--- src/logic/phase_monitor_consts.svh ---
// Purpose: offsets, field positions, select codes, shifts and timing counts of the phase monitor
// Assumes: 8-bit register address, 24-bit register data, 100 MHz clock
// Notes:   definitions only
// Overview of operation
// [RULE1] integrator is off after reset; gain register bit 7 turns it on
// [RULE2] enabled integrator gives -20 dB/dec slope and about 90 degree lag
// [RULE3] peak current result keeps the largest absolute current over a window of HALF_CYCLES half cycles
// [RULE4] peak current result holds sample bits 14 to 21; full scale gives 0xA1
// [RULE5] three peak phase select bits pick phases; several may be on together
// [RULE6] voltage and current peaks are tracked independently across selected phases; the code tracks only the current peak
// [RULE7] half cycles come from crossings on phases picked by the crossing source field
// [RULE8] overcurrent threshold is compared with current sample bits 14 to 21
// [RULE9] overcurrent sets status bit 15; interrupt goes low if its mask bit is 1
// [RULE10] overcurrent phase select field picks phases; any one above threshold sets flag
// [RULE11] power path takes raw voltage samples, unfiltered and without offset removal
// [RULE12] waveform voltage passes a single-pole low-pass with 260 Hz cutoff
// [RULE13] filtered voltage is 16-bit twos complement, sign-extended to 24 bits
// [RULE14] low-pass output feeds waveform, rms and apparent paths, not active or reactive
// [RULE15] waveform source select 001 starts voltage sampling of the chosen phase
// [RULE16] waveform mode bits 5 and 6 pick 26.0, 13.0, 6.5 or 3.3 kSPS
// [RULE17] with sample-ready mask set, interrupt goes low on every new waveform sample
// [RULE18] waveform words leave as three bytes, most significant first, top byte sign
// [RULE19] crossing signal comes from the low-pass output and drives line-cycle counting
// [RULE20] only negative-to-positive crossings set status bits 9 to 11
// [RULE21] reading the clear-on-read status clears crossing flags; one flag and mask each
// [RULE22] interrupt stays low until the clear-on-read status register is read
// [RULE23] peak tracking restarts at the start of every window
`ifndef PHASE_MONITOR_CONSTS_SVH
`define PHASE_MONITOR_CONSTS_SVH
`define ADDR_WAVEFORM      8'h01
`define ADDR_PEAK_CURRENT  8'h0F
`define ADDR_MEAS_MODE     8'h14
`define ADDR_WAVE_MODE     8'h15
`define ADDR_LINE_CYCLE    8'h17
`define ADDR_MASK          8'h18
`define ADDR_STATUS        8'h19
`define ADDR_STATUS_CLR    8'h1A
`define ADDR_OC_THRESHOLD  8'h1D
`define ADDR_GAIN          8'h23
`define GAIN_INTEG_BIT     7
`define MM_OCSEL_LSB       0
`define MM_PEAK_PHASE_SELECT_LSB     2
`define WM_WAVEFORM_SOURCE_SELECT_LSB      0
`define WM_SAMPLE_PHASE_SELECT_LSB       3
`define WM_RATE_LSB        5
`define WAVEFORM_SOURCE_SELECT_VOLTAGE     3'h1
`define ST_ZX_LSB          9
`define ST_OC_BIT          15
`define ST_SAMPLE_READY_MASK_BIT        16
`define PEAK_CODE_LSB      14
`define PEAK_HALF_CYCLES   8'h08
`define LPF_SHIFT          4
`define INTEG_LEAK_SHIFT   10
`define INTEG_OUT_SHIFT    4
`endif

--- src/logic/phase_monitor_pkg.sv ---
// Purpose: shared types of the phase monitor
// Assumes: nothing
// Notes:   constants live in the consts header
package phase_monitor_pkg;
    typedef enum logic [1:0] {ser_idle, ser_mid, ser_low} ser_state_type;
    typedef logic [23:0] word_type;
endpackage

--- src/logic/stream_if.sv ---
// Purpose: valid/ready word channel between monitor and its buffer
// Assumes: single clock
// Notes:   push side fills, pop side drains
interface stream_if #(parameter int WIDTH = 24);
    logic             push_valid;
    logic             push_ready;
    logic [WIDTH-1:0] push_data;
    logic             pop_valid;
    logic             pop_ready;
    logic [WIDTH-1:0] pop_data;
    modport buffer (input push_valid, push_data, pop_ready,
                    output push_ready, pop_valid, pop_data);
    modport user   (output push_valid, push_data, pop_ready,
                    input push_ready, pop_valid, pop_data);
endinterface

--- src/logic/phase_monitor.sv ---
// Purpose: per-phase current and voltage waveform monitoring with host registers
// Assumes: sample_stb_i marks one new sample set on all phases at the 26.0 kSPS base rate
// Notes:   register port stands for the serial interface after byte assembly
`include "phase_monitor_consts.svh"
module phase_monitor
    import phase_monitor_pkg::*;
#(
    parameter int         FIFO_DEPTH = 4,
    parameter logic [7:0] HALF_CYCLES = `PEAK_HALF_CYCLES
) (
    input  wire logic              clk_i,
    input  wire logic              rst_i,
    input  wire logic              ce_i,
    input  wire logic              sample_stb_i,
    input  wire logic [2:0][23:0]  i_sample_i,
    input  wire logic [2:0][15:0]  v_sample_i,
    input  wire logic [7:0]        reg_addr_i,
    input  wire logic              reg_wr_i,
    input  wire logic              reg_rd_i,
    input  wire logic [23:0]       reg_wdata_i,
    output logic      [23:0]       reg_rdata_o,
    output logic                   irq_n_o,
    output logic      [2:0][15:0]  v_power_o,
    output logic      [2:0][23:0]  i_power_o,
    output logic      [2:0][15:0]  v_rms_o,
    output logic      [7:0]        wave_byte_o,
    output logic                   wave_byte_valid_o,
    input  wire logic              wave_byte_ready_i
);
    // control registers
    logic [7:0]  gain_q, measurement_mode_reg_q, wmode_q, lcmode_q, thr_q, peak_current_value_q, track_q, half_q;
    logic [23:0] mask_q, status_q, waveform_sample_q;
    logic [2:0][23:0] integ_q;
    logic [2:0][15:0] lpf_q;
    logic [2:0]  neg_q;
    logic [2:0]  rate_q;
    logic [15:0] hold_q;
    ser_state_type ser_q;

    function automatic logic [7:0] peak_code(input logic [23:0] s);
        logic [23:0] a;
        a = s[23] ? (~s + 24'h000001) : s;
        return a[`PEAK_CODE_LSB +: 8];
    endfunction

    wire wr_en    = ce_i && reg_wr_i;
    wire rd_en    = ce_i && reg_rd_i;
    wire stb      = ce_i && sample_stb_i;
    wire integ_on = gain_q[`GAIN_INTEG_BIT];
    wire [2:0] peak_sel = measurement_mode_reg_q[`MM_PEAK_PHASE_SELECT_LSB +: 3];
    wire [2:0] oc_sel   = measurement_mode_reg_q[`MM_OCSEL_LSB +: 3];
    wire [2:0] zx_sel   = lcmode_q[2:0];
    wire [2:0] wav_sel  = wmode_q[`WM_WAVEFORM_SOURCE_SELECT_LSB +: 3];
    wire [1:0] ph_sel   = wmode_q[`WM_SAMPLE_PHASE_SELECT_LSB +: 2];
    wire [1:0] rate_sel = wmode_q[`WM_RATE_LSB +: 2];

    // per-phase current, filtered voltage and crossing logic
    logic [2:0][23:0] icur;
    logic [2:0][15:0] lpf_d;
    logic [2:0][7:0]  icode;
    logic [2:0]       pos_x;
    logic [2:0]       any_x;
    logic [2:0]       oc_hit;
    genvar p;
    generate
        for (p = 0; p < 3; p++) begin : g_phase
            // leaky accumulator: a pure integrator would run away on any dc offset
            wire [27:0] acc_ext = {{4{integ_q[p][23]}}, integ_q[p]};
            wire [27:0] in_ext  = {{4{i_sample_i[p][23]}}, i_sample_i[p]};
            // shifts sit in signed wires so a negative sample or state stays negative
            wire signed [27:0] in_shr  = $signed(in_ext) >>> `INTEG_OUT_SHIFT;
            wire signed [27:0] acc_shr = $signed(acc_ext) >>> `INTEG_LEAK_SHIFT;
            wire [27:0] acc_sum = acc_ext + in_shr - acc_shr;
            wire [16:0] diff = {v_sample_i[p][15], v_sample_i[p]}
                               - {lpf_q[p][15], lpf_q[p]};
            wire [16:0] step = $signed(diff) >>> `LPF_SHIFT;
            assign lpf_d[p]  = lpf_q[p] + step[15:0];                    // see [RULE12]
            assign icur[p]   = integ_on ? integ_q[p] : i_sample_i[p];     // see [RULE1]
            assign icode[p]  = peak_code(icur[p]);                        // see [RULE4]
            assign oc_hit[p] = oc_sel[p] && (icode[p] > thr_q);           // see [RULE10]
            assign pos_x[p]  = neg_q[p] && !lpf_q[p][15];                 // see [RULE20]
            assign any_x[p]  = neg_q[p] != lpf_q[p][15];                  // see [RULE19]
            always_ff @(posedge clk_i or posedge rst_i) begin
                if (rst_i) begin
                    integ_q[p] <= '0;
                    lpf_q[p]   <= '0;
                    neg_q[p]   <= 1'b0;
                end else if (stb) begin
                    integ_q[p] <= acc_sum[23:0];                          // see [RULE2]
                    lpf_q[p]   <= lpf_d[p];
                    neg_q[p]   <= lpf_q[p][15];
                end
            end
        end
    endgenerate

    // peak over selected phases, window counted in half cycles
    logic [7:0] sel_max;
    always_comb begin
        sel_max = 8'h00;
        for (int k = 0; k < 3; k++) begin
            if (peak_sel[k] && icode[k] > sel_max) sel_max = icode[k];   // see [RULE5]
        end
    end
    wire half_evt   = stb && |(any_x & zx_sel);                           // see [RULE7]
    wire win_end    = half_evt && (half_q == HALF_CYCLES - 8'h01);
    wire [7:0] track_now = (sel_max > track_q) ? sel_max : track_q;       // see [RULE3]

    always_ff @(posedge clk_i or posedge rst_i) begin
        if (rst_i) begin
            half_q  <= '0;
            track_q <= '0;
            peak_current_value_q <= '0;
        end else if (ce_i) begin
            if (half_evt) half_q <= win_end ? 8'h00 : half_q + 8'h01;
            if (win_end) begin
                peak_current_value_q <= track_now;                                     // see [RULE6]
                track_q <= 8'h00;                                         // see [RULE23]
            end else if (stb) begin
                track_q <= track_now;
            end
        end
    end

    // waveform capture at the selected rate into the buffer
    stream_if #(.WIDTH(24)) wave_ch ();
    wire [2:0] rate_mask = (3'h1 << rate_sel) - 3'h1;                     // see [RULE16]
    wire       rate_tick = stb && ((rate_q & rate_mask) == 3'h0);
    wire       wave_on   = (wav_sel == `WAVEFORM_SOURCE_SELECT_VOLTAGE) && (ph_sel != 2'h3);
    wire [15:0] wave_v   = lpf_q[ph_sel[1] ? 2 : (ph_sel[0] ? 1 : 0)];
    wire       capture   = rate_tick && wave_on && wave_ch.push_ready;    // see [RULE15]
    assign wave_ch.push_valid = capture;
    assign wave_ch.push_data  = {{8{wave_v[15]}}, wave_v};                // see [RULE13]

    always_ff @(posedge clk_i or posedge rst_i) begin
        if (rst_i) begin
            rate_q  <= '0;
            waveform_sample_q <= '0;
        end else if (ce_i) begin
            if (stb) rate_q <= rate_q + 3'h1;
            if (capture) waveform_sample_q <= wave_ch.push_data;
        end
    end

    word_fifo #(.WIDTH(24), .DEPTH(FIFO_DEPTH)) u_fifo (
        .clk_i (clk_i),
        .rst_i (rst_i),
        .ce_i  (ce_i),
        .ch    (wave_ch.buffer)
    );

    // byte serializer, most significant byte first; holds on byte ready
    wire byte_take = wave_byte_valid_o && wave_byte_ready_i;
    assign wave_ch.pop_ready = ce_i && (ser_q == ser_idle) && (!wave_byte_valid_o || byte_take);
    wire pop_now = wave_ch.pop_ready && wave_ch.pop_valid;

    always_ff @(posedge clk_i or posedge rst_i) begin
        if (rst_i) begin
            ser_q             <= ser_idle;
            hold_q            <= '0;
            wave_byte_o       <= '0;
            wave_byte_valid_o <= 1'b0;
        end else if (ce_i) begin
            case (ser_q)
                ser_idle: begin
                    if (pop_now) begin
                        wave_byte_o       <= wave_ch.pop_data[23:16];     // see [RULE18]
                        hold_q            <= wave_ch.pop_data[15:0];
                        wave_byte_valid_o <= 1'b1;
                        ser_q             <= ser_mid;
                    end else if (byte_take) begin
                        wave_byte_valid_o <= 1'b0;
                    end
                end
                ser_mid: begin
                    if (byte_take) begin
                        wave_byte_o <= hold_q[15:8];
                        ser_q       <= ser_low;
                    end
                end
                ser_low: begin
                    if (byte_take) begin
                        wave_byte_o <= hold_q[7:0];
                        ser_q       <= ser_idle;
                    end
                end
                default: begin
                    ser_q <= ser_idle;
                end
            endcase
        end
    end

    // status flags: a new event beats the clear-on-read in the same cycle
    logic [23:0] events;
    always_comb begin
        events = 24'h000000;
        events[`ST_ZX_LSB +: 3] = stb ? (pos_x & 3'h7) : 3'h0;           // see [RULE21]
        events[`ST_OC_BIT]      = stb && |oc_hit;                         // see [RULE9]
        events[`ST_SAMPLE_READY_MASK_BIT]    = capture;                                // see [RULE17]
    end
    wire clr_rd = rd_en && (reg_addr_i == `ADDR_STATUS_CLR);             // see [RULE22]

    // register read mux
    logic [23:0] rd_mux;
    always_comb begin
        if (reg_addr_i == `ADDR_WAVEFORM) rd_mux = waveform_sample_q;
        else if (reg_addr_i == `ADDR_PEAK_CURRENT) rd_mux = {16'h0000, peak_current_value_q};
        else if (reg_addr_i == `ADDR_MEAS_MODE) rd_mux = {16'h0000, measurement_mode_reg_q};
        else if (reg_addr_i == `ADDR_WAVE_MODE) rd_mux = {16'h0000, wmode_q};
        else if (reg_addr_i == `ADDR_LINE_CYCLE) rd_mux = {16'h0000, lcmode_q};
        else if (reg_addr_i == `ADDR_MASK) rd_mux = mask_q;
        else if (reg_addr_i == `ADDR_STATUS) rd_mux = status_q;
        else if (reg_addr_i == `ADDR_STATUS_CLR) rd_mux = status_q;
        else if (reg_addr_i == `ADDR_OC_THRESHOLD) rd_mux = {16'h0000, thr_q};
        else if (reg_addr_i == `ADDR_GAIN) rd_mux = {16'h0000, gain_q};
        else rd_mux = 24'h000000;
    end

    always_ff @(posedge clk_i or posedge rst_i) begin
        if (rst_i) begin
            gain_q      <= '0;
            measurement_mode_reg_q     <= '0;
            wmode_q     <= '0;
            lcmode_q    <= '0;
            thr_q       <= '0;
            mask_q      <= '0;
            status_q    <= '0;
            reg_rdata_o <= '0;
            irq_n_o     <= 1'b1;
        end else if (ce_i) begin
            if (wr_en && reg_addr_i == `ADDR_GAIN) gain_q <= reg_wdata_i[7:0];
            if (wr_en && reg_addr_i == `ADDR_MEAS_MODE) measurement_mode_reg_q <= reg_wdata_i[7:0];
            if (wr_en && reg_addr_i == `ADDR_WAVE_MODE) wmode_q <= reg_wdata_i[7:0];
            if (wr_en && reg_addr_i == `ADDR_LINE_CYCLE) lcmode_q <= reg_wdata_i[7:0];
            if (wr_en && reg_addr_i == `ADDR_OC_THRESHOLD) thr_q <= reg_wdata_i[7:0]; // see [RULE8]
            if (wr_en && reg_addr_i == `ADDR_MASK) mask_q <= reg_wdata_i;
            if (rd_en) reg_rdata_o <= rd_mux;
            status_q <= (clr_rd ? 24'h000000 : status_q) | events;
            irq_n_o  <= ~|(status_q & mask_q);
        end
    end

    // measurement feeds: raw voltage for power, filtered voltage for rms/apparent
    always_ff @(posedge clk_i or posedge rst_i) begin
        if (rst_i) begin
            v_power_o <= '0;
            i_power_o <= '0;
            v_rms_o   <= '0;
        end else if (stb) begin
            v_power_o <= v_sample_i;                                      // see [RULE11]
            i_power_o <= icur;
            v_rms_o   <= lpf_d;                                           // see [RULE14]
        end
    end

    // checks
    property p_integ_bypass;
        @(posedge clk_i) disable iff (rst_i)
        (stb && !integ_on) |=> (i_power_o == $past(i_sample_i));
    endproperty
    a_integ_bypass: assert property (p_integ_bypass) else $error("raw current not passed"); // [RULE1]

    property p_peak_window;
        @(posedge clk_i) disable iff (rst_i)
        win_end |=> (peak_current_value_q == $past(track_now)) && (track_q == 8'h00);
    endproperty
    a_peak_window: assert property (p_peak_window) else $error("peak window not latched"); // [RULE23]

    property p_overcurrent;
        @(posedge clk_i) disable iff (rst_i)
        (stb && |oc_hit) |=> status_q[`ST_OC_BIT] ##1 (!mask_q[`ST_OC_BIT] || !irq_n_o);
    endproperty
    a_overcurrent: assert property (p_overcurrent) else $error("overcurrent not flagged"); // [RULE9]

    property p_zx_flag;
        @(posedge clk_i) disable iff (rst_i)
        (stb && pos_x[0]) |=> status_q[`ST_ZX_LSB];
    endproperty
    a_zx_flag: assert property (p_zx_flag) else $error("crossing flag missing"); // [RULE20]

    property p_zx_only_rising;
        @(posedge clk_i) disable iff (rst_i)
        (!status_q[`ST_ZX_LSB] && !(stb && pos_x[0])) |=> !status_q[`ST_ZX_LSB];
    endproperty
    a_zx_only_rising: assert property (p_zx_only_rising) else $error("spurious crossing flag"); // [RULE20]

    property p_clear_on_read;
        @(posedge clk_i) disable iff (rst_i)
        (clr_rd && !stb) |=> (status_q[`ST_ZX_LSB +: 3] == 3'h0);
    endproperty
    a_clear_on_read: assert property (p_clear_on_read) else $error("status not cleared"); // [RULE21]

    property p_irq_hold;
        @(posedge clk_i) disable iff (rst_i)
        (ce_i && |(status_q & mask_q) && !clr_rd) |=> !irq_n_o;
    endproperty
    a_irq_hold: assert property (p_irq_hold) else $error("interrupt released early"); // [RULE22]

    property p_sign_ext;
        @(posedge clk_i) disable iff (rst_i)
        capture |=> (waveform_sample_q[23:16] == {8{waveform_sample_q[15]}});
    endproperty
    a_sign_ext: assert property (p_sign_ext) else $error("waveform not sign extended"); // [RULE13]

    property p_msb_first;
        @(posedge clk_i) disable iff (rst_i)
        pop_now |=> (wave_byte_o == $past(wave_ch.pop_data[23:16])) && wave_byte_valid_o;
    endproperty
    a_msb_first: assert property (p_msb_first) else $error("top byte not first"); // [RULE18]

    property p_no_capture_off;
        @(posedge clk_i) disable iff (rst_i)
        (wav_sel != `WAVEFORM_SOURCE_SELECT_VOLTAGE) |-> !capture;
    endproperty
    a_no_capture_off: assert property (p_no_capture_off) else $error("capture while off"); // [RULE15]

    c_window:  cover property (@(posedge clk_i) disable iff (rst_i) win_end);
    c_capture: cover property (@(posedge clk_i) disable iff (rst_i) capture ##[1:20] byte_take);
    c_oc_irq:  cover property (@(posedge clk_i) disable iff (rst_i) events[`ST_OC_BIT] ##2 !irq_n_o);
endmodule

--- src/logic/word_fifo.sv ---
// Purpose: small flip-flop FIFO for waveform words
// Assumes: DEPTH is a power of two
// Notes:   full and empty come from an occupancy count
module word_fifo #(
    parameter int WIDTH = 24,
    parameter int DEPTH = 4
) (
    input  wire logic   clk_i,
    input  wire logic   rst_i,
    input  wire logic   ce_i,
    stream_if.buffer    ch
);
    localparam int AW = $clog2(DEPTH);
    logic [WIDTH-1:0] mem_q [DEPTH];
    logic [AW-1:0]    wr_q;
    logic [AW-1:0]    rd_q;
    logic [AW:0]      cnt_q;
    wire              do_push = ce_i && ch.push_valid && ch.push_ready;
    wire              do_pop  = ce_i && ch.pop_valid && ch.pop_ready;
    assign ch.push_ready = (cnt_q != (AW+1)'(DEPTH));
    assign ch.pop_valid  = (cnt_q != '0);
    assign ch.pop_data   = mem_q[rd_q];
    always_ff @(posedge clk_i) begin
        if (do_push) begin
            mem_q[wr_q] <= ch.push_data;
        end
    end
    always_ff @(posedge clk_i or posedge rst_i) begin
        if (rst_i) begin
            wr_q  <= '0;
            rd_q  <= '0;
            cnt_q <= '0;
        end else begin
            if (do_push) wr_q <= wr_q + 1'b1;
            if (do_pop) rd_q <= rd_q + 1'b1;
            cnt_q <= cnt_q + (AW+1)'(do_push) - (AW+1)'(do_pop);
        end
    end
endmodule

--- config.mk ---
export PLATFORM = sky130hd
export DESIGN_NAME = phase_monitor
export DESIGN_NICKNAME = d
export VERILOG_FILES = /design/src/logic/phase_monitor_pkg.sv /design/src/logic/stream_if.sv /design/src/logic/phase_monitor.sv /design/src/logic/word_fifo.sv
export VERILOG_INCLUDE_DIRS = /design/src /design/src/logic
export SDC_FILE = /design/constraint.sdc
export NUM_CORES = 2
export LEC_CHECK = 0
export ABC_AREA = 0
export ABC_CLOCK_PERIOD_IN_PS = 14200
export BUFFER_PORTS_ARGS = -buffer_cell sky130_fd_sc_hd__buf_2
export CAP_MARGIN = 15
export CORE_MARGIN = 2
export CORE_UTILIZATION = 49
export CTS_BUF_LIST = sky130_fd_sc_hd__clkbuf_2
export DETAILED_ROUTE_END_ITERATION = 6
export PLACE_DENSITY = 0.69
export SETUP_SLACK_MARGIN = 0.15
export SLEW_MARGIN = 25
export SYNTH_ARGS = -nofsm -noshare
export SYNTH_HDL_FRONTEND = slang
export SYNTH_SLANG_ARGS = --single-unit
--- constraint.sdc ---
create_clock -name clk_i -period 14.2 [get_ports clk_i]
set_input_delay 0.71 -clock clk_i [delete_from_list [all_inputs] [get_ports clk_i]]
set_output_delay 0.71 -clock clk_i [all_outputs]
set_load 0.005 [all_outputs]
# Word-level counts from Yosys, hierarchy flattened
# Memory sizes are Yosys's and may differ from the RTL's.
# Cells that the tools add are included.
[word_totals]
memories = 1
inputBits = 159
mem_bits_rw = 96
wordCells = 204
register_bits = 433
output_inout_bits = 202
[op_classes]
shift = 1
reduce_logical = 65
bitwise = 7
magnitude_cmp = 8
n_eq_ne = 22
mux = 42
n_addsub = 22
[memory_table]
columns = ["name", "depth", "width", "rd", "rd_clocked_by_memory_dff", "wr", "line_no", "rtl"]
rows = [
  ["u_fifo.mem_q", 4, 24, 1, 0, 1, "word_fifo.sv:14", "logic [WIDTH-1:0] mem_q [DEPTH];"],
]
[op_table]
columns = ["op", "count"]
rows = [
  ["two-way mux 24 bit", 12],
  ["two-way mux 8 bit", 12],
  ["adder 24 x 20 -> 24 bit", 3],
  ["subtractor 24 x 14 -> 24 bit", 3],
  ["adder 22 x 1 -> 22 bit, second input constant", 3],
  ["two-way mux 22 bit", 3],
  ["inverter 22 bit", 3],
  ["equality test 8 x 5 -> 1 bit, second input constant", 7],
  ["subtractor 16 x 16 -> 17 bit", 3],
  ["adder 16 bit", 3],
  ["greater-than comparator 8 bit", 6],
  ["logical AND 1 bit", 34],
  ["binary-select mux 16 bit (select 2 bit)", 1],
  ["two-way mux 16 bit", 2],
  ["bitwise AND 24 bit", 1],
  ["OR 24 x 17 -> 24 bit", 1],
  ["case mux 8 bit (3 select lines)", 1],
  ["AND reduction 2 bit", 12],
  ["OR reduction 24 bit", 1],
  ["adder 8 x 1 -> 8 bit, second input constant", 1],
  ["equality test 8 x 1 -> 1 bit, second input constant", 1],
  ["equality test 8 x 3 -> 1 bit, second input constant", 1],
  ["equality test 8 x 4 -> 1 bit, second input constant", 1],
  ["equality test 8 x 6 -> 1 bit, second input constant", 1],
  ["29 further kinds", 51],
]

# Longest topological paths before layout
[logic_depth]
word_depth = 17
ltp_mapped = 39
mapped_depth_nobuf = 34

# Hierarchy
# Synthesis repeated with hierarchy kept, for this count alone.
[unflattened]
cells_unflattened = 3284
hier_area_um2 = 31835.5
[modules_own_cells]
columns = ["mod", "n_inst", "seq_area_each_um2", "area_per_inst_um2", "cells_each"]
rows = [
  ["phase_monitor", 1, 10186.0, 27906.8, 3120],
  ["word_fifo", 1, 3057.9, 3928.8, 164],
]

# Worst setup path after synthesis
# No wires, ideal clock.
[synth_path]
kind = "in2reg"
startpoint = "input port i_sample_i[4] (netlist bit)"
endpoint = "register track_q[7]"
slack_ps = 7496
cell_stages = 32
required_time_ps = 14133
n_path_buf = 2
arrival_ps = 6636
path_cell_list = "nor4_1 -> nand4_1 -> mux2i_1 -> nand4_1 -> o21ai_1 -> xor2_1 -> nand2_1 -> ha_1 -> a21o_1 -> a21o_1 -> a21oi_1 -> a21o_1 -> clkbuf_8 -> nand3_1 -> and2_1 -> ha_1 -> nor2b_1 -> o21a_1 -> o21ai_1 -> a21oi_2 -> o21ai_1 -> clkbuf_1 -> a31oi_1 -> ha_1 -> nor2b_1 -> o21a_1 -> o21a_1 -> o21a_1 -> o21bai_1 -> a22oi_4 -> o21ai_0 -> a22o_1"
[synth_between]
elab_chain_len = 17
[synth_rtl]
columns = ["item", "line_no", "rtl"]
rows = [
  ["start, declared", "phase_monitor.sv:15", "input wire logic [2:0][23:0] i_sample_i,"],
  ["two-way mux 24 bit (*)", "phase_monitor.sv:78", "assign icur[p] = integ_on ? integ_q[p] : i_sample_i[p];"],
  ["inverter 22 bit (*)", "phase_monitor.sv:42", "a = s[23] ? (~s + 24'h000001) : s;"],
  ["adder 22 x 1 -> 22 bit (*)", "phase_monitor.sv:42", ""],
  ["two-way mux 22 bit (*)", "phase_monitor.sv:42", ""],
  ["greater-than comparator 8 x 1 -> 1 bit", "phase_monitor.sv:102", "if (peak_sel[k] && icode[k] > sel_max) sel_max = icode[k];"],
  ["logical AND 1 bit", "phase_monitor.sv:102", ""],
  ["two-way mux 8 bit (*)", "phase_monitor.sv:102", ""],
  ["greater-than comparator 8 bit", "phase_monitor.sv:102", ""],
  ["logical AND 1 bit", "phase_monitor.sv:102", ""],
  ["two-way mux 8 bit (*)", "phase_monitor.sv:102", ""],
  ["greater-than comparator 8 bit", "phase_monitor.sv:102", ""],
  ["logical AND 1 bit", "phase_monitor.sv:102", ""],
  ["two-way mux 8 bit (*)", "phase_monitor.sv:102", ""],
  ["greater-than comparator 8 bit", "phase_monitor.sv:107", "wire [7:0] track_now = (sel_max > track_q) ? sel_max : track_q;"],
  ["two-way mux 8 bit (*)", "phase_monitor.sv:107", ""],
  ["two-way mux 8 bit (*)", "phase_monitor.sv:119", "end else if (stb) begin"],
  ["two-way mux 8 bit (*)", "phase_monitor.sv:116", "if (win_end) begin"],
  ["end signal, assigned", "phase_monitor.sv:120", "track_q <= track_now;"],
  ["end, declared", "phase_monitor.sv:31", "logic [7:0] gain_q, measurement_mode_reg_q, wmode_q, lcmode_q, thr_q, peak_current_value_q, track_q, half_q;"],
]
# Mark *: on every way between the ends. The rest lies on a longest branch, timed or not. The select of a mux whose other input is x is not followed.
# A chain may end at the register's enable or synchronous reset.

# Worst setup path after layout
[layout_path]
startpoint = "register gain_q[7]"
endpoint = "register track_q[6]"
[layout_between]
elab_chain_len = 17
word_cells_on_any_way = 25
cone_classes = "3 x add/sub; 4 x order compare; 12 x mux; 3 x bitwise; 3 x reduce/logical"
[layout_rtl]
columns = ["item", "line_no", "rtl"]
rows = [
  ["start, declared", "phase_monitor.sv:31", ""],
  ["start signal, assigned", "phase_monitor.sv:232", "if (wr_en && reg_addr_i == `ADDR_GAIN) gain_q <= reg_wdata_i[7:0];"],
  ["two-way mux 24 bit", "phase_monitor.sv:78", ""],
  ["inverter 22 bit", "phase_monitor.sv:42", ""],
  ["adder 22 x 1 -> 22 bit", "phase_monitor.sv:42", ""],
  ["two-way mux 22 bit", "phase_monitor.sv:42", ""],
  ["greater-than comparator 8 x 1 -> 1 bit", "phase_monitor.sv:102", ""],
  ["logical AND 1 bit", "phase_monitor.sv:102", ""],
  ["two-way mux 8 bit", "phase_monitor.sv:102", ""],
  ["greater-than comparator 8 bit", "phase_monitor.sv:102", ""],
  ["logical AND 1 bit", "phase_monitor.sv:102", ""],
  ["two-way mux 8 bit", "phase_monitor.sv:102", ""],
  ["greater-than comparator 8 bit", "phase_monitor.sv:102", ""],
  ["logical AND 1 bit", "phase_monitor.sv:102", ""],
  ["two-way mux 8 bit (*)", "phase_monitor.sv:102", ""],
  ["greater-than comparator 8 bit", "phase_monitor.sv:107", ""],
  ["two-way mux 8 bit (*)", "phase_monitor.sv:107", ""],
  ["two-way mux 8 bit (*)", "phase_monitor.sv:119", ""],
  ["two-way mux 8 bit (*)", "phase_monitor.sv:116", ""],
]
# Marks and branches as above.

==> impl_metrics.toml <==
[floorplanning]
die_y_um = 255.2
initial_core_util_pct = 49.27
rows = 92
io_pins = 361
coreArea_sq_um = 62740
dieArea_sq_um = 65100
die_x_um = 255.2

[pwr]
p_leak_nw = 17.84
clkPwrFrac_pct = 12.8
p_total_mw = 8.029
switching_share_pct = 46.79
power_frac_comb_pct = 60.5
pwr_density_cell_nw_per_um2 = 220.5
ir_drop_v = 0.00009932
seqPwrFrac_pct = 26.7
internal_power_mw = 4.272
p_sw_mw = 3.757

[global_route]
antenna_found_initial = 2
grt_pass1_vias = 24820
grtUsageTotal_pct = 26.33
grt_pass1_wl_mm = 133.2
grt_max_degree = 217
globalRouteOverflowTotal = 0

[clocking]
postCtsResizedCells = 0
numCtsBuffers = 131
clkTransAtPathRegs_ns = 0.11
cts_num_sinks = 478
clockBufferDepth = 3
root_buffer = "clkbuf_2"
cts_max_level = 4
cts_tree = "built"
clk_latency_ns = 1.30

[setup_path]
end_kind = "flop"
crit_top_cell = "o21a_1"
critPathSlowestCell = "dfrtp_4"
crit_path_max_incr_delay_ns = 0.95
path_delay_family = "compound AO/OA/AOI/OAI gates"
crit_buf_inv = 0
crit_path_start_kind = "flop"
path_class = "reg2reg"
path_max_fanout = 47
crit_required_ns = 15.37
cp.arrival_ns = 9.34

[timing]
fmax_ghz = 0.1224
finalSetupTns_ns = 0
clock_skew_ns = 0.1011
drv_slew = 0
setup_violations = 0
max_slew_margin_pct = 28.21
min_period_ns = 8.168
finalCritPeriodShare_pct = 57.52
final_hold_viol_count = 0
rsz0062_at_grt = "false"
fin_ws_ns = 6.032
worst_slew_pin_slew_ns = 1.077

[yosys]
yosysTopAreaCell = "dfrtp_1"
synth_edf_count = 64
yosys_warnings = 0
synth_seq_cells = 478
yosysSeqAreaShare_pct = 39.74
synth-async-reset-ratio_pct = 86.61
yosys.area.top_type_share_pct = 33.44
synth_cells = 3252
syn_area_per_cell_sq_um = 9.504
synth.area.top_cells = "dfrtp_1 33%, ha_1 9.2%, edfxtp_1 6.2%"
synthFlopType = "dfrtp_1"
synth_area_sq_um = 30910
syn_nets = 3712
synth_cell_type_count = 91

[worst_hold_path]
hp-class = "in2reg"

[place]
preCtsSetupSlack_ns = 5.910
dpl.hpwl_mm = 61.84
portBuffers = 360
place_inst = 4368
gp_congestion = 0.8936

[layout]
fin_cells = 4771
syn_to_final_growth_pct = 17.81
final_util_pct = 58.04
seq_area_sq_um = 12290
layout_common_cells = "468 x nand2_1, 412 x dfrtp_1, 393 x inv_1"
drive_gt1_share_pct = 18.94
multi_input_area_sq_um = 16660
fill_cells = 5511
fin_nets = 4286
layout_commonest_cell = "nand2_1"

[detailed_routing]
vias_per_cell = 5.358
drt_iter0_markers = 1724
wl_mm = 85.51
ant_nets = 0
firstDrtPassIters = 7
wl_per_cell_um = 17.92
drc = 5
vias = 25560

[outcome]
status = "finished, violations left"
violations = "DRC"

[job]
maxCapViolations = 0
## worst min-delay path: cells and delay by family
kind | cells | cell delay [ns]
buf+inv | 2 | 0.62
simple gates | 2 | 0.08
## path summary, 6_finish.rpt
check                      cells after the start  slack, ns                  start                   endpoint
min in group asynchronous                      4       0.64                  rst_i    v_rms_o[42]$_DFFE_PP0P_
min reg2reg                                    1       0.47  half_q[7]$_DFFE_PP0P_      half_q[7]$_DFFE_PP0P_
min                                            4       0.21         v_sample_i[33]  v_power_o[33]$_DFFE_PP0P_
max                                           29       6.03  gain_q[7]$_DFFE_PP0P_     track_q[6]$_DFFE_PP0P_
max reg2reg                                   29       6.03  gain_q[7]$_DFFE_PP0P_     track_q[6]$_DFFE_PP0P_
max in group asynchronous                      7      10.50                  rst_i      gain_q[7]$_DFFE_PP0P_
## metal layers
layer	global-route usage, %	wire length [um]	vias up
li1	-	-	12440
met1	35.03	37900	12200
met2	42.00	39610	769
met3	5.949	5466	154
met4	10.08	2532	0
met5	0	0	-
## Yosys cell counts, types with 21 or more instances
cell type    n
nand2_1    469
dfrtp_1    413
inv_1      394
o21ai_0    231
ha_1       228
nor2_1     141
a21oi_1    132
mux2_2      98
xnor2_1     92
clkbuf_1    90
mux2i_1     86
fa_1        73
o21ai_1     66
edfxtp_1    64
xor2_1      54
nor3_1      48
a21o_1      46
o21a_1      32
nand4_1     31
a31oi_1     30
nand3_1     30
a22oi_1     24
nand2b_1    23
nor2b_1     22
a211oi_1    21
and3_1      21
## area by class of cell
type,count,area share [%]
flip-flops and latches,478,33.74
clock inverters,51,0.8556
repair buffers,551,10.10
clock buffers,179,2.460
inverters,399,4.171
diodes,2,0.01374
multi-input cells,2265,45.75
well taps,846,2.907
## state kept, by name, summed over array words and instances, names as in the netlist, 5 cells and up
name / count
peak_current_value_q: 8
measurement_mode_reg_q: 8
u_fifo.mem_q: 64
status_q: 5
lcmode_q: 8
track_q: 8
half_q: 8
waveform_sample_q: 16
wave_byte_o: 8
hold_q: 16
v_power_o: 48
gain_q: 8
thr_q: 8
v_rms_o: 48
mask_q: 24
reg_rdata_o: 24
wmode_q: 8
g_phase.acc_ext: 72
i_power_o: 72
## cell families (layout without fill, tap and decap cells)
| kind of cell | Yosys count | count (layout) | share of synthesized area, % |
|---|---|---|---|
| AO/OA/AOI/OAI | 729 | 729 | 14.65 |
| multiplexers | 210 | 210 | 8.112 |
| buffers and inverters | 509 | 1180 | 6.428 |
| adder cells (fa/ha/maj) | 301 | 301 | 13.96 |
| other | 0 | 2 | 0 |
| AND/OR/NAND/NOR | 878 | 878 | 12.92 |
| flip-flops | 478 | 478 | 39.74 |
| XOR/XNOR | 147 | 147 | 4.190 |
## power groups by stage
stage	Clock, mW	Sequential (mW)	Combinational (mW)
floorplan	0	1.99	3.79
global placement	0	2.16	4.70
detailed placement	0	2.17	4.77
CTS	1.06	2.14	4.85
global route	1.13	2.18	5.51
finish	1.03	2.15	4.86
## timing repair
item,4_1_cts,5_1_grt
setup buffers,0,0
setup endpoints to repair,0,0
hold endpoints to repair,313,0
hold buffers,171,0
## metrics by stage
stage | area (sq um) | hold slack, ns
floorplan | 30910 | 0.4388
global placement | 33490 | 0.4534
detailed placement | 33490 | 0.4573
CTS | 36410 | 0.01148
global route | 36410 | 0.09659
finish | 36410 | 0.2078
Power figures use the tool's default switching activity.
